<file path="config.mk">
export PLATFORM = sky130hd
export DESIGN_NAME = bsq_top
export DESIGN_NICKNAME = d
export VERILOG_FILES = /design/src/hdl/bsq_pkg.sv /design/src/hdl/bsq_channel.sv /design/src/hdl/bsq_top.sv
export VERILOG_INCLUDE_DIRS = /design/src /design/src/hdl
export SDC_FILE = /design/constraint.sdc
export NUM_CORES = 1
export LEC_CHECK = 0
export BUFFER_PORTS_ARGS = -buffer_cell sky130_fd_sc_hd__clkbuf_2
export CORE_MARGIN = 10
export CORE_UTILIZATION = 30
export DETAILED_ROUTE_END_ITERATION = 16
export SKIP_CTS_REPAIR_TIMING = 1
export SLEW_MARGIN = 20
export SYNTH_ARGS = -nofsm -noshare
export SYNTH_HDL_FRONTEND = slang
export SYNTH_SLANG_ARGS = --single-unit
</file>
<file path="constraint.sdc">
create_clock -name sys_clk -period 2.75 [get_ports sys_clk]
set_input_delay 0.275 -clock sys_clk [delete_from_list [all_inputs] [get_ports sys_clk]]
set_output_delay 0.275 -clock sys_clk [all_outputs]
set_load 0.01 [all_outputs]
</file>
<file path="src/hdl/bsq_consts.svh">
// constants for the buck enable, switch-over and pwm sequencer
`ifndef BSQ_CONSTS_SVH
`define BSQ_CONSTS_SVH

`define BSQ_CLK_HZ 25000000
`define BSQ_SS_TIME_NS 960000
`define BSQ_SWO_DELAY_NS 7700000
`define BSQ_SS_CYCLES ((`BSQ_SS_TIME_NS / 1000) * (`BSQ_CLK_HZ / 1000000))
`define BSQ_SWO_CYCLES ((`BSQ_SWO_DELAY_NS / 1000) * (`BSQ_CLK_HZ / 1000000))
`define BSQ_PERIOD_CYCLES 100
`define BSQ_REF_W 10
`define BSQ_SEL_GND 2'h0
`define BSQ_SEL_REF2 2'h1
`define BSQ_SEL_3V3 2'h2
`define BSQ_SEL_5V 2'h3

`endif

</file>
<file path="src/hdl/bsq_pkg.sv">
// types shared by the sequencer modules
package bsq_pkg;
    typedef enum logic [1:0] {
        BSQ_CH_OFF = 2'h0,
        BSQ_CH_WAIT = 2'h1,
        BSQ_CH_RUN = 2'h3
    } bsq_ch_state_t;

    typedef enum logic [1:0] {
        BSQ_HS_IDLE = 2'h0,
        BSQ_HS_ON = 2'h1,
        BSQ_HS_DEAD = 2'h3,
        BSQ_HS_LOW = 2'h2
    } bsq_pwm_state_t;

    // analog comparator flags of one channel
    typedef struct packed {
        logic fb_above_ref;
        logic peak_reached;
        logic ripple_equal;
    } bsq_chan_flags_t;

    // gate drive pair of one channel
    typedef struct packed {
        logic high_side_gate_drive;
        logic low_side_gate_drive;
    } bsq_gate_t;
endpackage

</file>
<file path="src/hdl/bsq_channel.sv">
// one switching channel: soft-start ramp, pre-bias hold, per-cycle pwm
`include "bsq_consts.svh"
module bsq_channel #(
    parameter int SS_CYCLES = `BSQ_SS_CYCLES,
    parameter int PERIOD = `BSQ_PERIOD_CYCLES
) (
    input wire logic sys_clk,
    input wire logic rst,
    input wire logic run,
    input wire logic current_mode,
    input wire logic tick,
    input wire bsq_pkg::bsq_chan_flags_t flags,
    output bsq_pkg::bsq_gate_t gate,
    output logic [`BSQ_REF_W-1:0] ref_level,
    output logic soft_start_done
);
    import bsq_pkg::*;

    // ramp arithmetic holds 32 bits, cycle phase holds 8 bits
    if (SS_CYCLES < 1 || SS_CYCLES >= (1 << 22) || PERIOD < 4 || PERIOD > 255) begin : g_bad
        $error("bsq_channel: bad parameters");
    end

    typedef struct packed {
        bsq_ch_state_t st;
        bsq_pwm_state_t pw;
        logic [23:0] ss_cnt;
        logic [`BSQ_REF_W-1:0] ref_lvl;
        logic ss_done;
        bsq_gate_t g;
        logic [7:0] ph;
    } bsq_ch_regs_t;

    bsq_ch_regs_t s_r;
    bsq_ch_regs_t s_nxt;
    logic off_cond;
    logic pre_tick;
    logic on_limit;

    // last cycle before a switching cycle start, and the latest on-time end
    assign pre_tick = (s_r.ph == 8'(PERIOD - 1));
    assign on_limit = (s_r.ph == 8'(PERIOD - 3));

    // off condition depends on the selected loop scheme
    always_comb begin
        if (current_mode) begin
            off_cond = flags.peak_reached;
        end else begin
            off_cond = flags.ripple_equal;
        end
    end

    // sequencing and pwm next state
    always_comb begin
        s_nxt = s_r;
        if (!run) begin
            s_nxt = '0;
        end else begin
            // reference ramp from zero over the soft-start time
            if (!s_r.ss_done) begin
                if (s_r.ss_cnt >= 24'(SS_CYCLES - 1)) begin
                    s_nxt.ss_done = 1'b1;
                    s_nxt.ref_lvl = '1;
                end else begin
                    s_nxt.ss_cnt = s_r.ss_cnt + 24'h1;
                    s_nxt.ref_lvl = `BSQ_REF_W'(({8'h0, s_r.ss_cnt} << `BSQ_REF_W) / SS_CYCLES);
                end
            end
            unique case (s_r.st)
                BSQ_CH_OFF: begin
                    s_nxt.st = BSQ_CH_WAIT;
                end
                BSQ_CH_WAIT: begin
                    // no gate at all: keeps a pre-biased output from discharging
                    if (flags.fb_above_ref) begin
                        s_nxt.st = BSQ_CH_RUN;
                    end
                end
                BSQ_CH_RUN: begin
                end
                default: s_nxt.st = BSQ_CH_OFF;
            endcase
            unique case (s_r.pw)
                BSQ_HS_IDLE: begin
                    if (s_r.st == BSQ_CH_RUN && tick) begin
                        s_nxt.pw = BSQ_HS_ON;
                    end
                end
                BSQ_HS_ON: begin
                    // forced end leaves room for dead, low and gap before next start
                    if (off_cond || on_limit) begin
                        s_nxt.pw = BSQ_HS_DEAD;
                    end
                end
                BSQ_HS_DEAD: begin
                    s_nxt.pw = BSQ_HS_LOW;
                end
                BSQ_HS_LOW: begin
                    // one gap cycle, then high side again at the very next start
                    if (pre_tick) begin
                        s_nxt.pw = BSQ_HS_IDLE;
                    end
                end
            endcase
            s_nxt.g.high_side_gate_drive = (s_nxt.pw == BSQ_HS_ON);
            s_nxt.g.low_side_gate_drive = (s_nxt.pw == BSQ_HS_LOW);
        end
        // cycle phase tracks the shared divider even while the channel is off
        s_nxt.ph = tick ? 8'h1 : s_r.ph + 8'h1;
    end

    // state register
    always_ff @(posedge sys_clk) begin
        if (rst) begin
            s_r <= '0;
        end else begin
            s_r <= s_nxt;
        end
    end

    assign gate = s_r.g;
    assign ref_level = s_r.ref_lvl;
    assign soft_start_done = s_r.ss_done;
endmodule

</file>
<file path="src/hdl/bsq_top.sv">
// top: enable states, rail control, 5 v switch-over, two pwm channels
`include "bsq_consts.svh"
module bsq_top #(
    parameter int SS_CYCLES = `BSQ_SS_CYCLES,
    parameter int SWO_CYCLES = `BSQ_SWO_CYCLES,
    parameter int PERIOD = `BSQ_PERIOD_CYCLES
) (
    input wire logic sys_clk,
    input wire logic rst,
    input wire logic master_enable,
    input wire logic [1:0] channel_enable_n,
    input wire logic [1:0] control_scheme_select,
    input wire logic [1:0] light_load_select,
    input wire logic channel_one_power_good,
    input wire logic aux_five_volt_input,
    input wire bsq_pkg::bsq_chan_flags_t [1:0] chan_flags,
    output logic always_on_3v3_rail,
    output logic two_volt_reference,
    output logic five_volt_rail,
    output logic switchover_closed,
    output logic ovp_enable,
    output logic current_mode,
    output bsq_pkg::bsq_gate_t [1:0] gate,
    output logic [1:0] soft_start_done
);
    import bsq_pkg::*;

    // counters are 24 bits for the switch-over delay and 8 bits for the divider
    if (SWO_CYCLES < 1 || SWO_CYCLES >= (1 << 24) || PERIOD < 4 || PERIOD > 255
        || SS_CYCLES < 1) begin : g_bad
        $error("bsq_top: bad parameters");
    end

    typedef struct packed {
        logic [1:0] sync_a;
        logic [1:0] sync_b;
        bsq_chan_flags_t [1:0] fl_a;
        bsq_chan_flags_t [1:0] fl_b;
        logic [23:0] swo_cnt;
        logic swo;
        logic [7:0] per_cnt;
        logic ref2;
        logic rail5;
        logic ovp;
        logic cmode;
    } bsq_top_regs_t;

    bsq_top_regs_t s_r;
    bsq_top_regs_t s_nxt;
    logic [1:0] run;
    logic tick;
    logic [1:0] ss_done_w;
    bsq_gate_t [1:0] gate_w;
    logic swo_qual;

    // light-load selection is accepted but deliberately not used at start-up
    logic unused_ll;
    assign unused_ll = ^light_load_select;

    assign tick = (s_r.per_cnt == 8'h0);
    assign swo_qual = channel_enable_n[0] && master_enable && s_r.sync_b[0] && s_r.sync_b[1];

    // global next state
    always_comb begin
        s_nxt = s_r;
        // two-flop synchronisers for analog flags
        s_nxt.sync_a = {aux_five_volt_input, channel_one_power_good};
        s_nxt.sync_b = s_r.sync_a;
        s_nxt.fl_a = chan_flags;
        s_nxt.fl_b = s_r.fl_a;
        // switching clock divider
        if (s_r.per_cnt >= 8'(PERIOD - 1)) begin
            s_nxt.per_cnt = 8'h0;
        end else begin
            s_nxt.per_cnt = s_r.per_cnt + 8'h1;
        end
        // two-volt reference follows master enable
        s_nxt.ref2 = master_enable;
        // switch-over qualify delay, instant release
        if (!swo_qual) begin
            s_nxt.swo = 1'b0;
            s_nxt.swo_cnt = 24'h0;
        end else if (!s_r.swo) begin
            if (s_r.swo_cnt >= 24'(SWO_CYCLES - 1)) begin
                s_nxt.swo = 1'b1;
            end else begin
                s_nxt.swo_cnt = s_r.swo_cnt + 24'h1;
            end
        end
        s_nxt.rail5 = master_enable && !s_nxt.swo;
        // loop scheme decode
        unique case (control_scheme_select)
            `BSQ_SEL_GND: begin
                s_nxt.cmode = 1'b1;
                s_nxt.ovp = 1'b1;
            end
            `BSQ_SEL_REF2: begin
                s_nxt.cmode = 1'b0;
                s_nxt.ovp = 1'b0;
            end
            `BSQ_SEL_3V3: begin
                s_nxt.cmode = 1'b0;
                s_nxt.ovp = 1'b1;
            end
            `BSQ_SEL_5V: begin
                s_nxt.cmode = 1'b1;
                s_nxt.ovp = 1'b0;
            end
        endcase
    end

    // state register
    always_ff @(posedge sys_clk) begin
        if (rst) begin
            s_r <= '0;
        end else begin
            s_r <= s_nxt;
        end
    end

    // one channel per enable
    genvar i;
    generate
        for (i = 0; i < 2; i++) begin : g_ch
            assign run[i] = master_enable && channel_enable_n[i];
            bsq_channel #(
                .SS_CYCLES(SS_CYCLES),
                .PERIOD(PERIOD)
            ) u_ch (
                .sys_clk(sys_clk),
                .rst(rst),
                .run(run[i]),
                .current_mode(s_r.cmode),
                .tick(tick),
                .flags(s_r.fl_b[i]),
                .gate(gate_w[i]),
                .ref_level(),
                .soft_start_done(ss_done_w[i])
            );
        end
    endgenerate

    // outputs
    assign always_on_3v3_rail = 1'b1;
    assign two_volt_reference = s_r.ref2;
    assign five_volt_rail = s_r.rail5;
    assign switchover_closed = s_r.swo;
    assign ovp_enable = s_r.ovp;
    assign current_mode = s_r.cmode;
    assign gate = gate_w;
    assign soft_start_done = ss_done_w;
endmodule

</file>
==> impl_metrics.tcl <==
set metrics [dict create \
    status "finished, final reports clean" \
    firstDrtPassIters 4 \
    ir_drop_v 0.0006149 \
    syn_nets 569 \
    wl_per_cell_um 12.58 \
    track_usage_pct 8.841 \
    ff2ff_path_depth 6 \
    worst_pin_slew_ps 653.2 \
    io_buffers 25 \
    instances_no_fill 805 \
    initial_core_util_pct 30.58 \
    setup_viol 0 \
    coreArea_um2 17300 \
    num_rows 48 \
    multi_input_area_um2 2456 \
    num_vias 3842 \
    dieArea_um2 23340 \
    clockPowerShare_pct 52.0 \
    die_h_um 152.8 \
    seqCellArea_um2 2623 \
    grt_pass1_vias 3814 \
    n_antenna_cell 0 \
    grt_overflow 0 \
    p_sw_w 0.0008461 \
    insertion_delay_ps 400 \
    p_per_area_nw_per_um2 682.2 \
    p_seq_share_pct 45.9 \
    cpPeakStageDelay_ps 400 \
    hold_violations 0 \
    ys_ff_latch 131 \
    hold_depth 2 \
    switching_share_pct 20.01 \
    critPathKind "reg -> reg" \
    gp_congestion 0.7833 \
    num-nets-final 596 \
    slew_headroom_pct 56.35 \
    netlist.area_leader.share_pct 49.59 \
    required_ps 3040 \
    yosysWarnings 0 \
    drc 0 \
    grt_max_degree 26 \
    ys.flop_type "dfxtp_1" \
    ant_nets 0 \
    grt_first_pass_wirelength_um 17550 \
    cp_top_family "compound AO/OA/AOI/OAI gates" \
    p_int_w 0.003381 \
    crit_path_end_kind "register" \
    crit_arrival_ps 2520 \
    syn_area_um2 5289 \
    fmax_mhz 449.7 \
    synth_edf_count 0 \
    synth_top_area_cell "dfxtp_1" \
    tritoncts "done" \
    synthCells 541 \
    syn_area_per_cell_um2 9.776 \
    drt_iter0_markers 249 \
    cts_buffer_depth 2 \
    setup-tns-final_ps 0 \
    min_period_ps 2224 \
    power.leakage_nw 2.302 \
    rsz0062_at_grt "false" \
    cts_sinks 131 \
    area_delta_synth_final_pct 17.18 \
    antenna_found_initial 0 \
    startpoint_type "register" \
    place_hpwl_um 7133 \
    crit_chain "ha_1, o311a_1, a41o_4, a211oi_4, a31oi_1, a41o_1" \
    drive_gt1_share_pct 15.52 \
    cts_max_level 4 \
    async_reset_ff_share_pct 0 \
    cp_num_buf_inv 0 \
    numCtsBuffers 17 \
    post_drt_via_cell_ratio 4.773 \
    min_period_over_period_pct 80.87 \
    comb_power_share_pct 2.1 \
    ys_seq_area_share_pct 49.59 \
    cts-root-buf "clkbuf_16" \
    fin_skew_ps 6.034 \
    clkTransAtPathRegs_ps 60 \
    routed_wl_um 10130 \
    synth_area_leaders "dfxtp_1, nor2_1, xnor2_1, and3_1, nand3_1" \
    die_x_um 152.8 \
    cp.depth 6 \
    min_path_type "in -> reg" \
    num_io_pins 29 \
    dp.cells 774 \
    n_fill_cell 1763 \
    slew_violations 0 \
    yosys.cell_types.count 60 \
    cap_violations 0 \
    crit_fanout 13 \
    crit_slowest_cell "a211oi_4" \
]
==> stage by stage <==
| step | util [%] | cell area (µm²) | power [W] | hold WS [ps] | setup slack (ps) |
|---|---|---|---|---|---|
| 6_report | 35.83 | 6197 | 0.004228 | 77.20 | 526.1 |
| 5_1_grt | 35.83 | 6197 | 0.004378 | 62.45 | 423.5 |
| 4_1_cts | 35.83 | 6197 | 0.004280 | 60.01 | 531.4 |
| 3_5_place_dp | 32.43 | 5609 | 0.002073 | 425.4 | 546.8 |
| 3_3_place_gp | 32.43 | 5609 | 0.002068 | 424.5 | 565.2 |
| 2_1_floorplan | - | 5289 | 0.002035 | 403.2 | 697.3 |
==> area by class of cell <==
| cell class | count | share of cell area [%] |
|---|---|---|
| Inverter | 21 | 1.272 |
| Clock inverter | 9 | 1.676 |
| Multi-Input combinational cell | 366 | 39.63 |
| Sequential cell | 131 | 42.32 |
| Timing Repair Buffer | 31 | 2.746 |
| Tap cell | 225 | 4.543 |
| Clock buffer | 22 | 7.813 |
==> registers in the layout, summed over array words and instances (netlist names) <==
| signal | cells |
|---|---|
| two_volt_reference | 1 |
| s_nxt | 8 |
| ovp_enable | 1 |
| g_ch.u_ch.s_r | 72 |
| g_ch.u_ch.gate | 4 |
| five_volt_rail | 1 |
| switchover_closed | 1 |
| g_ch.u_ch.soft_start_done | 2 |
| current_mode | 1 |
| s_r | 40 |
==> layer usage <==
metal	global-route usage, %	vias up	part of all wire [%]
met4	3.043	0	0.75
met1	10.91	1818	49
met5	0	-	0
met3	3.613	5	4.7
li1	-	1954	-
met2	13.58	65	45
==> logic make-up (layout without fill, tap and decap cells) <==
group / Yosys count / count (layout) / share of synthesized area, %
and+or+nand+nor: 221 / 221 / 22.00
DFF: 131 / 131 / 49.59
AOI/OAI and AO/OA: 87 / 87 / 14.03
buffers and inverters: 44 / 83 / 3.975
xor gates and xnor gates: 39 / 39 / 6.459
adders and majority gates: 11 / 11 / 2.602
muxes: 6 / 6 / 1.207
other: 2 / 2 / 0.1420
==> layout by cell type, fill, tap and decap left out, drive strengths merged, types with 3 or more instances in the layout <==
cell,n
mux2,3
mux2i,3
nor2,67
nor3,5
o21ai,10
nand2,15
a2111oi,12
xnor2,28
clkbuf,47
ha,11
and2,15
or4,5
o21a,4
xor2,11
buf,6
a211oi,10
a21o,3
inv,21
a21oi,22
nor4,7
nor2b,19
a31oi,3
dfxtp,131
and3,34
a41oi,4
clkinv,5
o31ai,3
or3,7
nand4,8
nand3,30
==> power groups by stage <==
stage	combinational [W]	clock (W)	sequential, W
4_1_cts	0.0000929	0.00225	0.00194
3_5_place_dp	0.0000922	0	0.00198
3_3_place_gp	0.0000883	0	0.00198
5_1_grt	0.000104	0.00233	0.00194
6_report	0.0000905	0.00220	0.00194
2_1_floorplan	0.0000571	0	0.00198
==> worst register-to-register path, delay by kind of cell (launching register included) <==
kind	cells	cell delay [ps]
flops	1	370
fa+ha+maj	1	300
compound gates	5	1440
==> worst paths after layout <==
kind | start | endpoint | slack [ps]
max | s_r[13] | s_r[20] | 530
min | chan_flags[4] | s_nxt[41] | 80
max reg2reg | s_r[13] | s_r[20] | 530
min reg2reg | s_nxt[38] | s_r[38] | 440
==> synthesized netlist by cell type (4+ instances only) <==
cell and instances:
nor3_1 5, inv_1 21, nor2_1 67, and2_1 14, a21oi_1 22, nor4_1 7
o21ai_0 9, xor2_1 11, a211oi_1 8, or3_1 7, a2111oi_2 7, xnor2_1 28
nand2_1 15, buf_4 7, dfxtp_1 131, or4_1 5, ha_1 11, nand3_1 30
nand4_1 8, nor2b_1 19, o21a_1 4, and3_1 31, a41oi_1 4, clkbuf_1 11
No activity file was read; power rests on OpenSTA's default activity.
